### src/hw/relay_cond_pkg.sv
// Constants, register map and types for the relay output conditioner.
// Assumes a 100 MHz clock and a millisecond time base derived from it.
package relay_cond_pkg;

    // ------------------------------------------------------------
    // Timing
    // ------------------------------------------------------------
    localparam int unsigned CLK_MHZ = 100;
    localparam int unsigned TICK_US = 1000;
    localparam int unsigned TICK_CYCLES = CLK_MHZ * TICK_US;
    localparam int unsigned PRE_W = 17;
    localparam logic [PRE_W-1:0] PRE_LAST = PRE_W'(TICK_CYCLES - 1);

    localparam int unsigned DELAY_W = 16;
    localparam logic [DELAY_W-1:0] ON_DELAY_MAX_MS = 16'hea60;
    localparam logic [DELAY_W-1:0] OFF_HOLD_MAX_MS = 16'h270f;
    localparam logic [DELAY_W-1:0] DELAY_RESET = 16'h0000;

    // ------------------------------------------------------------
    // Assignments
    // ------------------------------------------------------------
    localparam int unsigned ASSIGN_W = 6;
    localparam logic [ASSIGN_W-1:0] NONE_ASSIGNMENT = 6'h00;
    localparam logic [ASSIGN_W-1:0] NO_FAULT_ASSIGNMENT = 6'h01;
    localparam logic [ASSIGN_W-1:0] BRAKE_CONTACTOR_ASSIGNMENT = 6'h20;
    localparam logic [ASSIGN_W-1:0] LINE_CONTACTOR_ASSIGNMENT = 6'h21;
    localparam logic [ASSIGN_W-1:0] OUTPUT_CONTACTOR_ASSIGNMENT = 6'h22;
    localparam logic [ASSIGN_W-1:0] END_OF_REEL_ASSIGNMENT = 6'h23;
    localparam logic [ASSIGN_W-1:0] WOBBLE_SYNC_ASSIGNMENT = 6'h24;
    localparam logic [ASSIGN_W-1:0] BUS_PRECHARGE_ASSIGNMENT = 6'h25;

    // ------------------------------------------------------------
    // Registers (word index = address)
    // ------------------------------------------------------------
    localparam int unsigned ADDR_W = 4;
    localparam logic [ADDR_W-1:0] RELAY_TWO_ASSIGN_ADDR = 4'h0;
    localparam logic [ADDR_W-1:0] RELAY_TWO_ON_DELAY_ADDR = 4'h1;
    localparam logic [ADDR_W-1:0] RELAY_TWO_POLARITY_ADDR = 4'h2;
    localparam logic [ADDR_W-1:0] RELAY_TWO_OFF_HOLD_ADDR = 4'h3;
    localparam logic [ADDR_W-1:0] RELAY_THREE_ASSIGN_ADDR = 4'h4;
    localparam logic [ADDR_W-1:0] RELAY_THREE_ON_DELAY_ADDR = 4'h5;
    localparam logic [ADDR_W-1:0] RELAY_THREE_POLARITY_ADDR = 4'h6;
    localparam logic [ADDR_W-1:0] RELAY_THREE_OFF_HOLD_ADDR = 4'h7;
    localparam logic [ADDR_W-1:0] STATUS_ADDR = 4'h8;
    localparam logic [ADDR_W-1:0] CHAN_STRIDE = 4'h4;
    localparam logic [1:0] FIELD_ASSIGN = 2'h0;
    localparam logic [1:0] FIELD_ON_DELAY = 2'h1;
    localparam logic [1:0] FIELD_POLARITY = 2'h2;
    localparam logic [1:0] FIELD_OFF_HOLD = 2'h3;
    localparam int unsigned DATA_W = 32;
    localparam logic POSITIVE_POLARITY = 1'b1;
    localparam logic negative_polarity = 1'b0;

    typedef struct packed {
        logic [ASSIGN_W-1:0] assign_sel;
        logic [DELAY_W-1:0] on_delay;
        logic polarity;
        logic [DELAY_W-1:0] off_hold;
    } relay_cfg_s;

    localparam relay_cfg_s CFG_RESET = '{
        assign_sel: NONE_ASSIGNMENT,
        on_delay: DELAY_RESET,
        polarity: POSITIVE_POLARITY,
        off_hold: DELAY_RESET
    };

    typedef enum logic [1:0] {
        ST_IDLE_OFF = 2'b00,
        ST_WAIT_ON = 2'b01,
        ST_HELD_ON = 2'b10,
        ST_WAIT_OFF = 2'b11
    } relay_state_e;

endpackage

### src/hw/relay_output_conditioner.sv
// Relay two and three conditioners with their parameter registers.
// Assumes conditions and card-present come from pins (synchronised here)
// and a simple one-cycle register port on the same clock.
//
// The plain strobed port and the register addresses were left to the implementer.
`timescale 1ns/1ps
// Function
// - Output turns on only after the on-delay, 0..60000 ms, default 0.
// - Contactor, brake, no-fault, precharge choices force on-delay 0.
// - Positive polarity, default 1, drives 1 while information true.
// - Negative polarity drives 0 while information true, else 1, but relay three drives 0 while its card is absent.
// - No-fault, brake, precharge, line choices lock polarity positive.
// - Output turns off only after the hold time, 0..9999 ms, default 0.
// - Same four assignments force hold to 0; output contactor keeps it.
// - Relay three exists only when its extension card is present.
// - Choices add brake, line, output contactor, reel, wobble, precharge.
module relay_output_conditioner
    import relay_cond_pkg::*;
(
    input wire logic clk,
    input wire logic rst,
    input wire logic [ADDR_W-1:0] addr,
    input wire logic [DATA_W-1:0] wdata,
    input wire logic wr,
    input wire logic rd,
    output logic [DATA_W-1:0] rdata,
    input wire logic relay_two_cond,
    input wire logic relay_three_cond,
    input wire logic card_present,
    output logic relay_two_out,
    output logic relay_three_out
);

    // ------------------------------------------------------------
    // Assignment classes
    // ------------------------------------------------------------
    function automatic logic locked_group(input logic [ASSIGN_W-1:0] a);
        return a == NO_FAULT_ASSIGNMENT ||
            a == BRAKE_CONTACTOR_ASSIGNMENT ||
            a == BUS_PRECHARGE_ASSIGNMENT ||
            a == LINE_CONTACTOR_ASSIGNMENT;
    endfunction

    function automatic logic zero_delay(input logic [ASSIGN_W-1:0] a);
        return locked_group(a) || a == OUTPUT_CONTACTOR_ASSIGNMENT;
    endfunction

    // Upper data bits must be clear, else a large value would wrap in range
    function automatic logic fits(input logic [DATA_W-1:0] d,
        input logic [DELAY_W-1:0] limit);
        return d[DATA_W-1:DELAY_W] == '0 && d[DELAY_W-1:0] <= limit;
    endfunction

    // Clamp a stored config to what its assignment allows
    function automatic relay_cfg_s sanitise(input relay_cfg_s c);
        relay_cfg_s r;
        r = c;
        if (zero_delay(c.assign_sel)) begin
            r.on_delay = DELAY_RESET;
        end
        if (locked_group(c.assign_sel)) begin
            r.polarity = POSITIVE_POLARITY;
            r.off_hold = DELAY_RESET;
        end
        return r;
    endfunction

    // ------------------------------------------------------------
    // Pin synchronisers
    // ------------------------------------------------------------
    logic [2:0] sync1_q, sync1_d, sync2_q, sync2_d;
    logic present;

    // Card-present gates relay three, so it is sampled like the pins
    always_comb begin
        sync1_d = {card_present, relay_three_cond, relay_two_cond};
        sync2_d = sync1_q;
    end

    always_ff @(posedge clk) begin
        if (rst) begin
            sync1_q <= 3'h0;
            sync2_q <= 3'h0;
        end else begin
            sync1_q <= sync1_d;
            sync2_q <= sync2_d;
        end
    end

    assign present = sync2_q[2];

    // ------------------------------------------------------------
    // Millisecond tick
    // ------------------------------------------------------------
    // Free-running, so an N ms delay lasts between N-1 and N ms
    logic [PRE_W-1:0] pre_q, pre_d;
    logic tick_q, tick_d;

    always_comb begin
        tick_d = (pre_q == PRE_LAST);
        pre_d = tick_d ? '0 : pre_q + 17'h00001;
    end

    always_ff @(posedge clk) begin
        if (rst) begin
            pre_q <= '0;
            tick_q <= 1'b0;
        end else begin
            pre_q <= pre_d;
            tick_q <= tick_d;
        end
    end

    // ------------------------------------------------------------
    // Configuration registers
    // ------------------------------------------------------------
    relay_cfg_s cfg_q [2];
    relay_cfg_s cfg_d [2];
    logic [DATA_W-1:0] rdata_q, rdata_d;
    logic [1:0] act;
    logic [1:0] outs;

    generate
        for (genvar i = 0; i < 2; i++) begin : g_cfg
            always_comb begin
                logic hit;
                logic [1:0] fld;
                relay_cfg_s n;
                hit = wr && (addr >= CHAN_STRIDE * ADDR_W'(i)) &&
                    (addr < CHAN_STRIDE * ADDR_W'(i + 1));
                fld = addr[1:0];
                n = cfg_q[i];
                // Relay three writes are dropped without its card
                if (hit && (i == 0 || present)) begin
                    case (fld)
                        FIELD_ASSIGN: begin
                            n.assign_sel = wdata[ASSIGN_W-1:0];
                        end
                        FIELD_ON_DELAY: begin
                            if (fits(wdata, ON_DELAY_MAX_MS) &&
                                !zero_delay(n.assign_sel)) begin
                                n.on_delay = wdata[DELAY_W-1:0];
                            end
                        end
                        FIELD_POLARITY: begin
                            if (!locked_group(n.assign_sel)) begin
                                n.polarity = wdata[0];
                            end
                        end
                        FIELD_OFF_HOLD: begin
                            if (fits(wdata, OFF_HOLD_MAX_MS) &&
                                !locked_group(n.assign_sel)) begin
                                n.off_hold = wdata[DELAY_W-1:0];
                            end
                        end
                        default: n = cfg_q[i];
                    endcase
                end
                cfg_d[i] = sanitise(n);
            end

            always_ff @(posedge clk) begin
                if (rst) begin
                    cfg_q[i] <= CFG_RESET;
                end else begin
                    cfg_q[i] <= cfg_d[i];
                end
            end

            relay_channel u_chan (
                .clk(clk),
                .rst(rst),
                .enable(i == 0 ? 1'b1 : present),
                .ms_tick(tick_q),
                .cond(sync2_q[i]),
                .cfg(cfg_q[i]),
                .relay_out(outs[i]),
                .active(act[i])
            );
        end
    endgenerate

    // ------------------------------------------------------------
    // Read port
    // ------------------------------------------------------------
    always_comb begin
        relay_cfg_s c;
        c = cfg_q[addr[2]];
        rdata_d = '0;
        if (rd) begin
            if (addr == STATUS_ADDR) begin
                // Bit 0 stays clear; coil levels are not reported back
                rdata_d[3] = present;
                rdata_d[2] = act[1];
                rdata_d[1] = act[0];
            end else if (addr < STATUS_ADDR &&
                (!addr[2] || present)) begin
                case (addr[1:0])
                    FIELD_ASSIGN: rdata_d = {26'h0, c.assign_sel};
                    FIELD_ON_DELAY: rdata_d = {16'h0, c.on_delay};
                    FIELD_POLARITY: rdata_d = {31'h0, c.polarity};
                    FIELD_OFF_HOLD: rdata_d = {16'h0, c.off_hold};
                    default: rdata_d = '0;
                endcase
            end
        end
    end

    always_ff @(posedge clk) begin
        if (rst) begin
            rdata_q <= '0;
        end else begin
            rdata_q <= rdata_d;
        end
    end

    // ------------------------------------------------------------
    // Outputs
    // ------------------------------------------------------------
    assign rdata = rdata_q;
    assign relay_two_out = outs[0];
    assign relay_three_out = outs[1];

endmodule

### src/hw/relay_channel.sv
// One relay channel: delay on, hold off, polarity, output flop.
// Assumes a one-cycle tick each millisecond and a synchronised condition.
`timescale 1ns/1ps
module relay_channel
    import relay_cond_pkg::*;
(
    input wire logic clk,
    input wire logic rst,
    input wire logic enable,
    input wire logic ms_tick,
    input wire logic cond,
    input wire relay_cfg_s cfg,
    output logic relay_out,
    output logic active
);

    relay_state_e state_q, state_d;
    logic [DELAY_W-1:0] count_q, count_d;
    logic out_q, out_d;

    // ------------------------------------------------------------
    // Sequencer
    // ------------------------------------------------------------
    always_comb begin
        state_d = state_q;
        count_d = count_q;
        case (state_q)
            ST_IDLE_OFF: begin
                count_d = DELAY_RESET;
                if (cond) begin
                    // Zero delay acts in the same cycle
                    state_d = (cfg.on_delay == DELAY_RESET) ?
                        ST_HELD_ON : ST_WAIT_ON;
                end
            end
            ST_WAIT_ON: begin
                if (!cond) begin
                    state_d = ST_IDLE_OFF;
                end else if (ms_tick) begin
                    count_d = count_q + 16'h0001;
                    if (count_d >= cfg.on_delay) begin
                        state_d = ST_HELD_ON;
                    end
                end
            end
            ST_HELD_ON: begin
                count_d = DELAY_RESET;
                if (!cond) begin
                    state_d = (cfg.off_hold == DELAY_RESET) ?
                        ST_IDLE_OFF : ST_WAIT_OFF;
                end
            end
            ST_WAIT_OFF: begin
                if (cond) begin
                    state_d = ST_HELD_ON;
                end else if (ms_tick) begin
                    count_d = count_q + 16'h0001;
                    if (count_d >= cfg.off_hold) begin
                        state_d = ST_IDLE_OFF;
                    end
                end
            end
            default: begin
                state_d = ST_IDLE_OFF;
            end
        endcase
        if (!enable) begin
            state_d = ST_IDLE_OFF;
            count_d = DELAY_RESET;
        end
    end

    // Held-on and wait-off states are "information true"; polarity maps them to the pin
    always_comb begin
        if (state_d == ST_HELD_ON || state_d == ST_WAIT_OFF) begin
            out_d = cfg.polarity;
        end else begin
            out_d = ~cfg.polarity;
        end
        if (!enable) begin
            out_d = 1'b0;
        end
    end

    always_ff @(posedge clk) begin
        if (rst) begin
            state_q <= ST_IDLE_OFF;
            count_q <= DELAY_RESET;
            out_q <= 1'b0;
        end else begin
            state_q <= state_d;
            count_q <= count_d;
            out_q <= out_d;
        end
    end

    assign relay_out = out_q;
    assign active = (state_q == ST_HELD_ON) || (state_q == ST_WAIT_OFF);

endmodule

### config.mk
export PLATFORM = sky130hd
export DESIGN_NAME = relay_output_conditioner
export DESIGN_NICKNAME = d
export VERILOG_FILES = /design/src/hw/relay_cond_pkg.sv /design/src/hw/relay_output_conditioner.sv /design/src/hw/relay_channel.sv
export SDC_FILE = /design/constraint.sdc
export NUM_CORES = 1
export LEC_CHECK = 0
export ABC_AREA = 1
export BUFFER_PORTS_ARGS = -buffer_cell sky130_fd_sc_hd__buf_2
export CAP_MARGIN = 5
export CORE_MARGIN = 4
export CORE_UTILIZATION = 45
export CTS_CLUSTER_DIAMETER = 200
export DETAILED_ROUTE_END_ITERATION = 8
export PLACE_DENSITY_LB_ADDON = 0.15
export SKIP_CTS_REPAIR_TIMING = 1
export SLEW_MARGIN = 20
export SYNTH_ARGS = -nofsm -noshare
export SYNTH_HDL_FRONTEND = slang
export SYNTH_HIERARCHICAL = 1
export SYNTH_SLANG_ARGS = --single-unit
### constraint.sdc
create_clock -name clk -period 5.7 [get_ports clk]
set_clock_uncertainty 0.2 [all_clocks]
set_input_delay 1.14 -clock clk [delete_from_list [all_inputs] [get_ports clk]]
set_output_delay 1.14 -clock clk [all_outputs]
set_load 0.01 [all_outputs]
==> summary.txt <==
status -> completed
LEAKAGE -> 4.74 nW
P per Cell Area -> 212 nW/um^2
Primary FF master, synth -> dfxtp_1
Power Internal -> 0.00171 W
Post-synth EDFFs -> 0
H-tree Lvls -> 4
Setup crit end kind -> register
syn_area_per_cell -> 6.72 sq um
IO Port Bufs -> 60
Seq pwr share -> 47.8%
startpoint types -> register
part of the power in combinational logic -> 5.7%
Final min period -> 3550 ps
DR DRC count -> 0
design area -> 10800 sq um
clk slew on worst S/H paths -> 70 ps
Root Buffer -> clkbuf_16
Avg WL per Cell -> 14.2 microns
Final HPWL DP -> 19800 microns
die area -> 24400 sq um
WP data required -> 5860 ps
core area -> 21800 sq um
crit path kind -> reg2reg
initial core utilization -> 45.5%
Antenna Violating Nets Remaining -> 0
I/O pins -> 77
DR vias/cell -> 5.07
1st-iter DRT viols -> 587
RSZ-0062 raised after global routing -> no
post-synthesis sequential area ratio -> 31.5%
DIE WIDTH -> 156 microns
Routed WL -> 25600 microns
Total GRT Usage -> 21.5%
grt total ovfl -> 0
Final Hold Fails -> 0
initial antenna violation count -> 0
Setup TNS -> 0 ps
vias post-DR -> 9158
Clock power frac -> 46.5%
first-pass GRT wire length -> 42400 microns
gpl congestion -> 0.891
mapped cell area -> 9900 sq um
dpl cell area -> 10300 sq um
Slew HR -> 39.5%
clk_lat worst skew -> 430 ps
Cell variety after synth -> 46
ratio of cells with drive above 1 in the final layout -> 11.5%
row count -> 54
sw frac -> 25.5%
setup violators final -> 0
Post-Syn Instances -> 1474
Max VDD drop -> 0.176 mV
Final #Nets -> 1626
total power -> 0.00230 W
pin count of the biggest net entering global routing -> 49
DIE HEIGHT -> 156 microns
CP Data Arrival Time -> 3700 ps
Hold Crit Class -> reg2reg
Area Growth Syn to Fin -> 9.49%
ys async rst share -> 0%
Warnings, synthesis -> 6
Pins Over Slew Limit -> 0
crit-path max FO -> 6
TritonCTS clock tree -> yes
actual slew at the worst max-slew pin -> 907 ps
DRT Pass-1 Iters -> 5
fmax -> 0.282 GHz
Synth Register Bits -> 156
diode count -> 0
Max-Cap Viols -> 0
period utilisation layout -> 62.2%
Clock Tree Buf Depth -> 2
clk sink count -> 156
Net Sw Power -> 0.000587 W
cts bufs inserted -> 17
vias in the first global route -> 8381
-- kinds of logic after synthesis --
| logic type | Yosys count | synth area share [%] |
|---|---|---|
| AO/OA/AOI/OAI | 208 | 11.2 |
| adder cells (fa/ha/maj) | 67 | 8.47 |
| buffers and inverters | 295 | 12.7 |
| AND/OR/NAND/NOR | 714 | 33.2 |
| other | 2 | 0.0759 |
| XOR/XNOR | 32 | 2.83 |
| flip-flops | 156 | 31.5 |
-- power groups by stage --
stage	logic [W]	clock network, W	registers (W)
CTS	0.000129	0.00109	0.00110
global route	0.000145	0.00113	0.00110
global placement	0.000128	0	0.00112
floorplan	0.0000904	0	0.00112
finish	0.000130	0.00107	0.00110
detailed placement	0.000129	0	0.00112
-- path summary, 6_finish.rpt --
check | slack (ps) | end | cells past startpoint | from
worst max-delay path | 2150 | g_cfg[1].u_chan/relay_out | 20 | g_cfg[1].u_chan/count_q[0]
worst min-delay path | 200 | sync2_q[2] | 2 | sync1_q[2]
worst max register to register | 2150 | g_cfg[1].u_chan/relay_out | 20 | g_cfg[1].u_chan/count_q[0]
worst min register to register | 200 | sync2_q[2] | 2 | sync1_q[2]
-- worst max-delay path, cell delays in order, from the launching register on --
cell and delay (ps):
dfxtp_1 440, ha_1 240, nand3_2 110, nor2_2 160
nand3_2 120, nor2_2 130, nand4_1 140, nor2_2 130
xnor2_1 130, clkinv_1 150, ha_1 320, nand4_1 100
nor2_1 270, nand3_1 110, nand3_1 150, nand3_1 100
nand2_1 80, nand3_1 100, nand3_1 90, nand2_1 50
nor2_1 150
-- layout by cell type (no fill, tap or decap), drive strengths merged, types with 20 or more instances in the layout --
master / count
nand2: 311
nor2: 242
inv: 231
dfxtp: 156
a21oi: 129
ha: 67
nand3: 67
buf: 65
nand4: 61
o21ai: 58
xor2: 29
clkbuf: 20
-- Yosys cell counts (20+ instances only) --
master    number  area (sq um)
nand2_1      300          1130
dfxtp_1      156          3120
clkbuf_1      20          75.1
o21ai_0       55           275
inv_1        219           822
nor2_1       217           815
a21oi_1      125           626
nand4_1       61           382
nand3_1       53           265
ha_1          67           838
buf_4         20           150
xor2_1        29           254
-- sequential cells by signal, indices dropped and copies added (netlist names) --
name,flops
pre_q,17
sync1_q,3
rdata,16
g_cfg.u_chan/relay_out,2
tick_q,1
g_cfg.u_chan/count_q,32
sync2_q,3
cfg_q,78
g_cfg.u_chan/state_q,4
-- metal layers --
metal	vias up	share of wire, %	GRT usage, %
met5	-	0	0
met4	0	1.1	5.25
met3	24	5.8	3.84
met2	228	44	33.4
met1	4133	50	30.9
li1	4773	-	-
-- area by class of cell --
cell class / count / area [sq um]
fillers: 2288 / 10900
multi-input cells: 1039 / 5590
repair buffers: 65 / 338
clock inverters: 11 / 88.8
inverters: 237 / 893
flip-flops and latches: 156 / 3120
clock buffers: 20 / 457
well taps: 280 / 350
-- stage by stage --
step / setup WS [ps] / cells / hold WS, ps / util [%]
after floorplan: 2780 / 1490 / 188 / -
after global placement: 1840 / 1777 / 194 / 47.3
after detailed placement: 1740 / 1777 / 197 / 47.3
after CTS: 2180 / 1808 / 207 / 49.8
after global routing: 1790 / 1808 / 219 / 49.8
final: 2150 / 1808 / 204 / 49.8
Note: power is estimated with default switching activity, not from simulation.
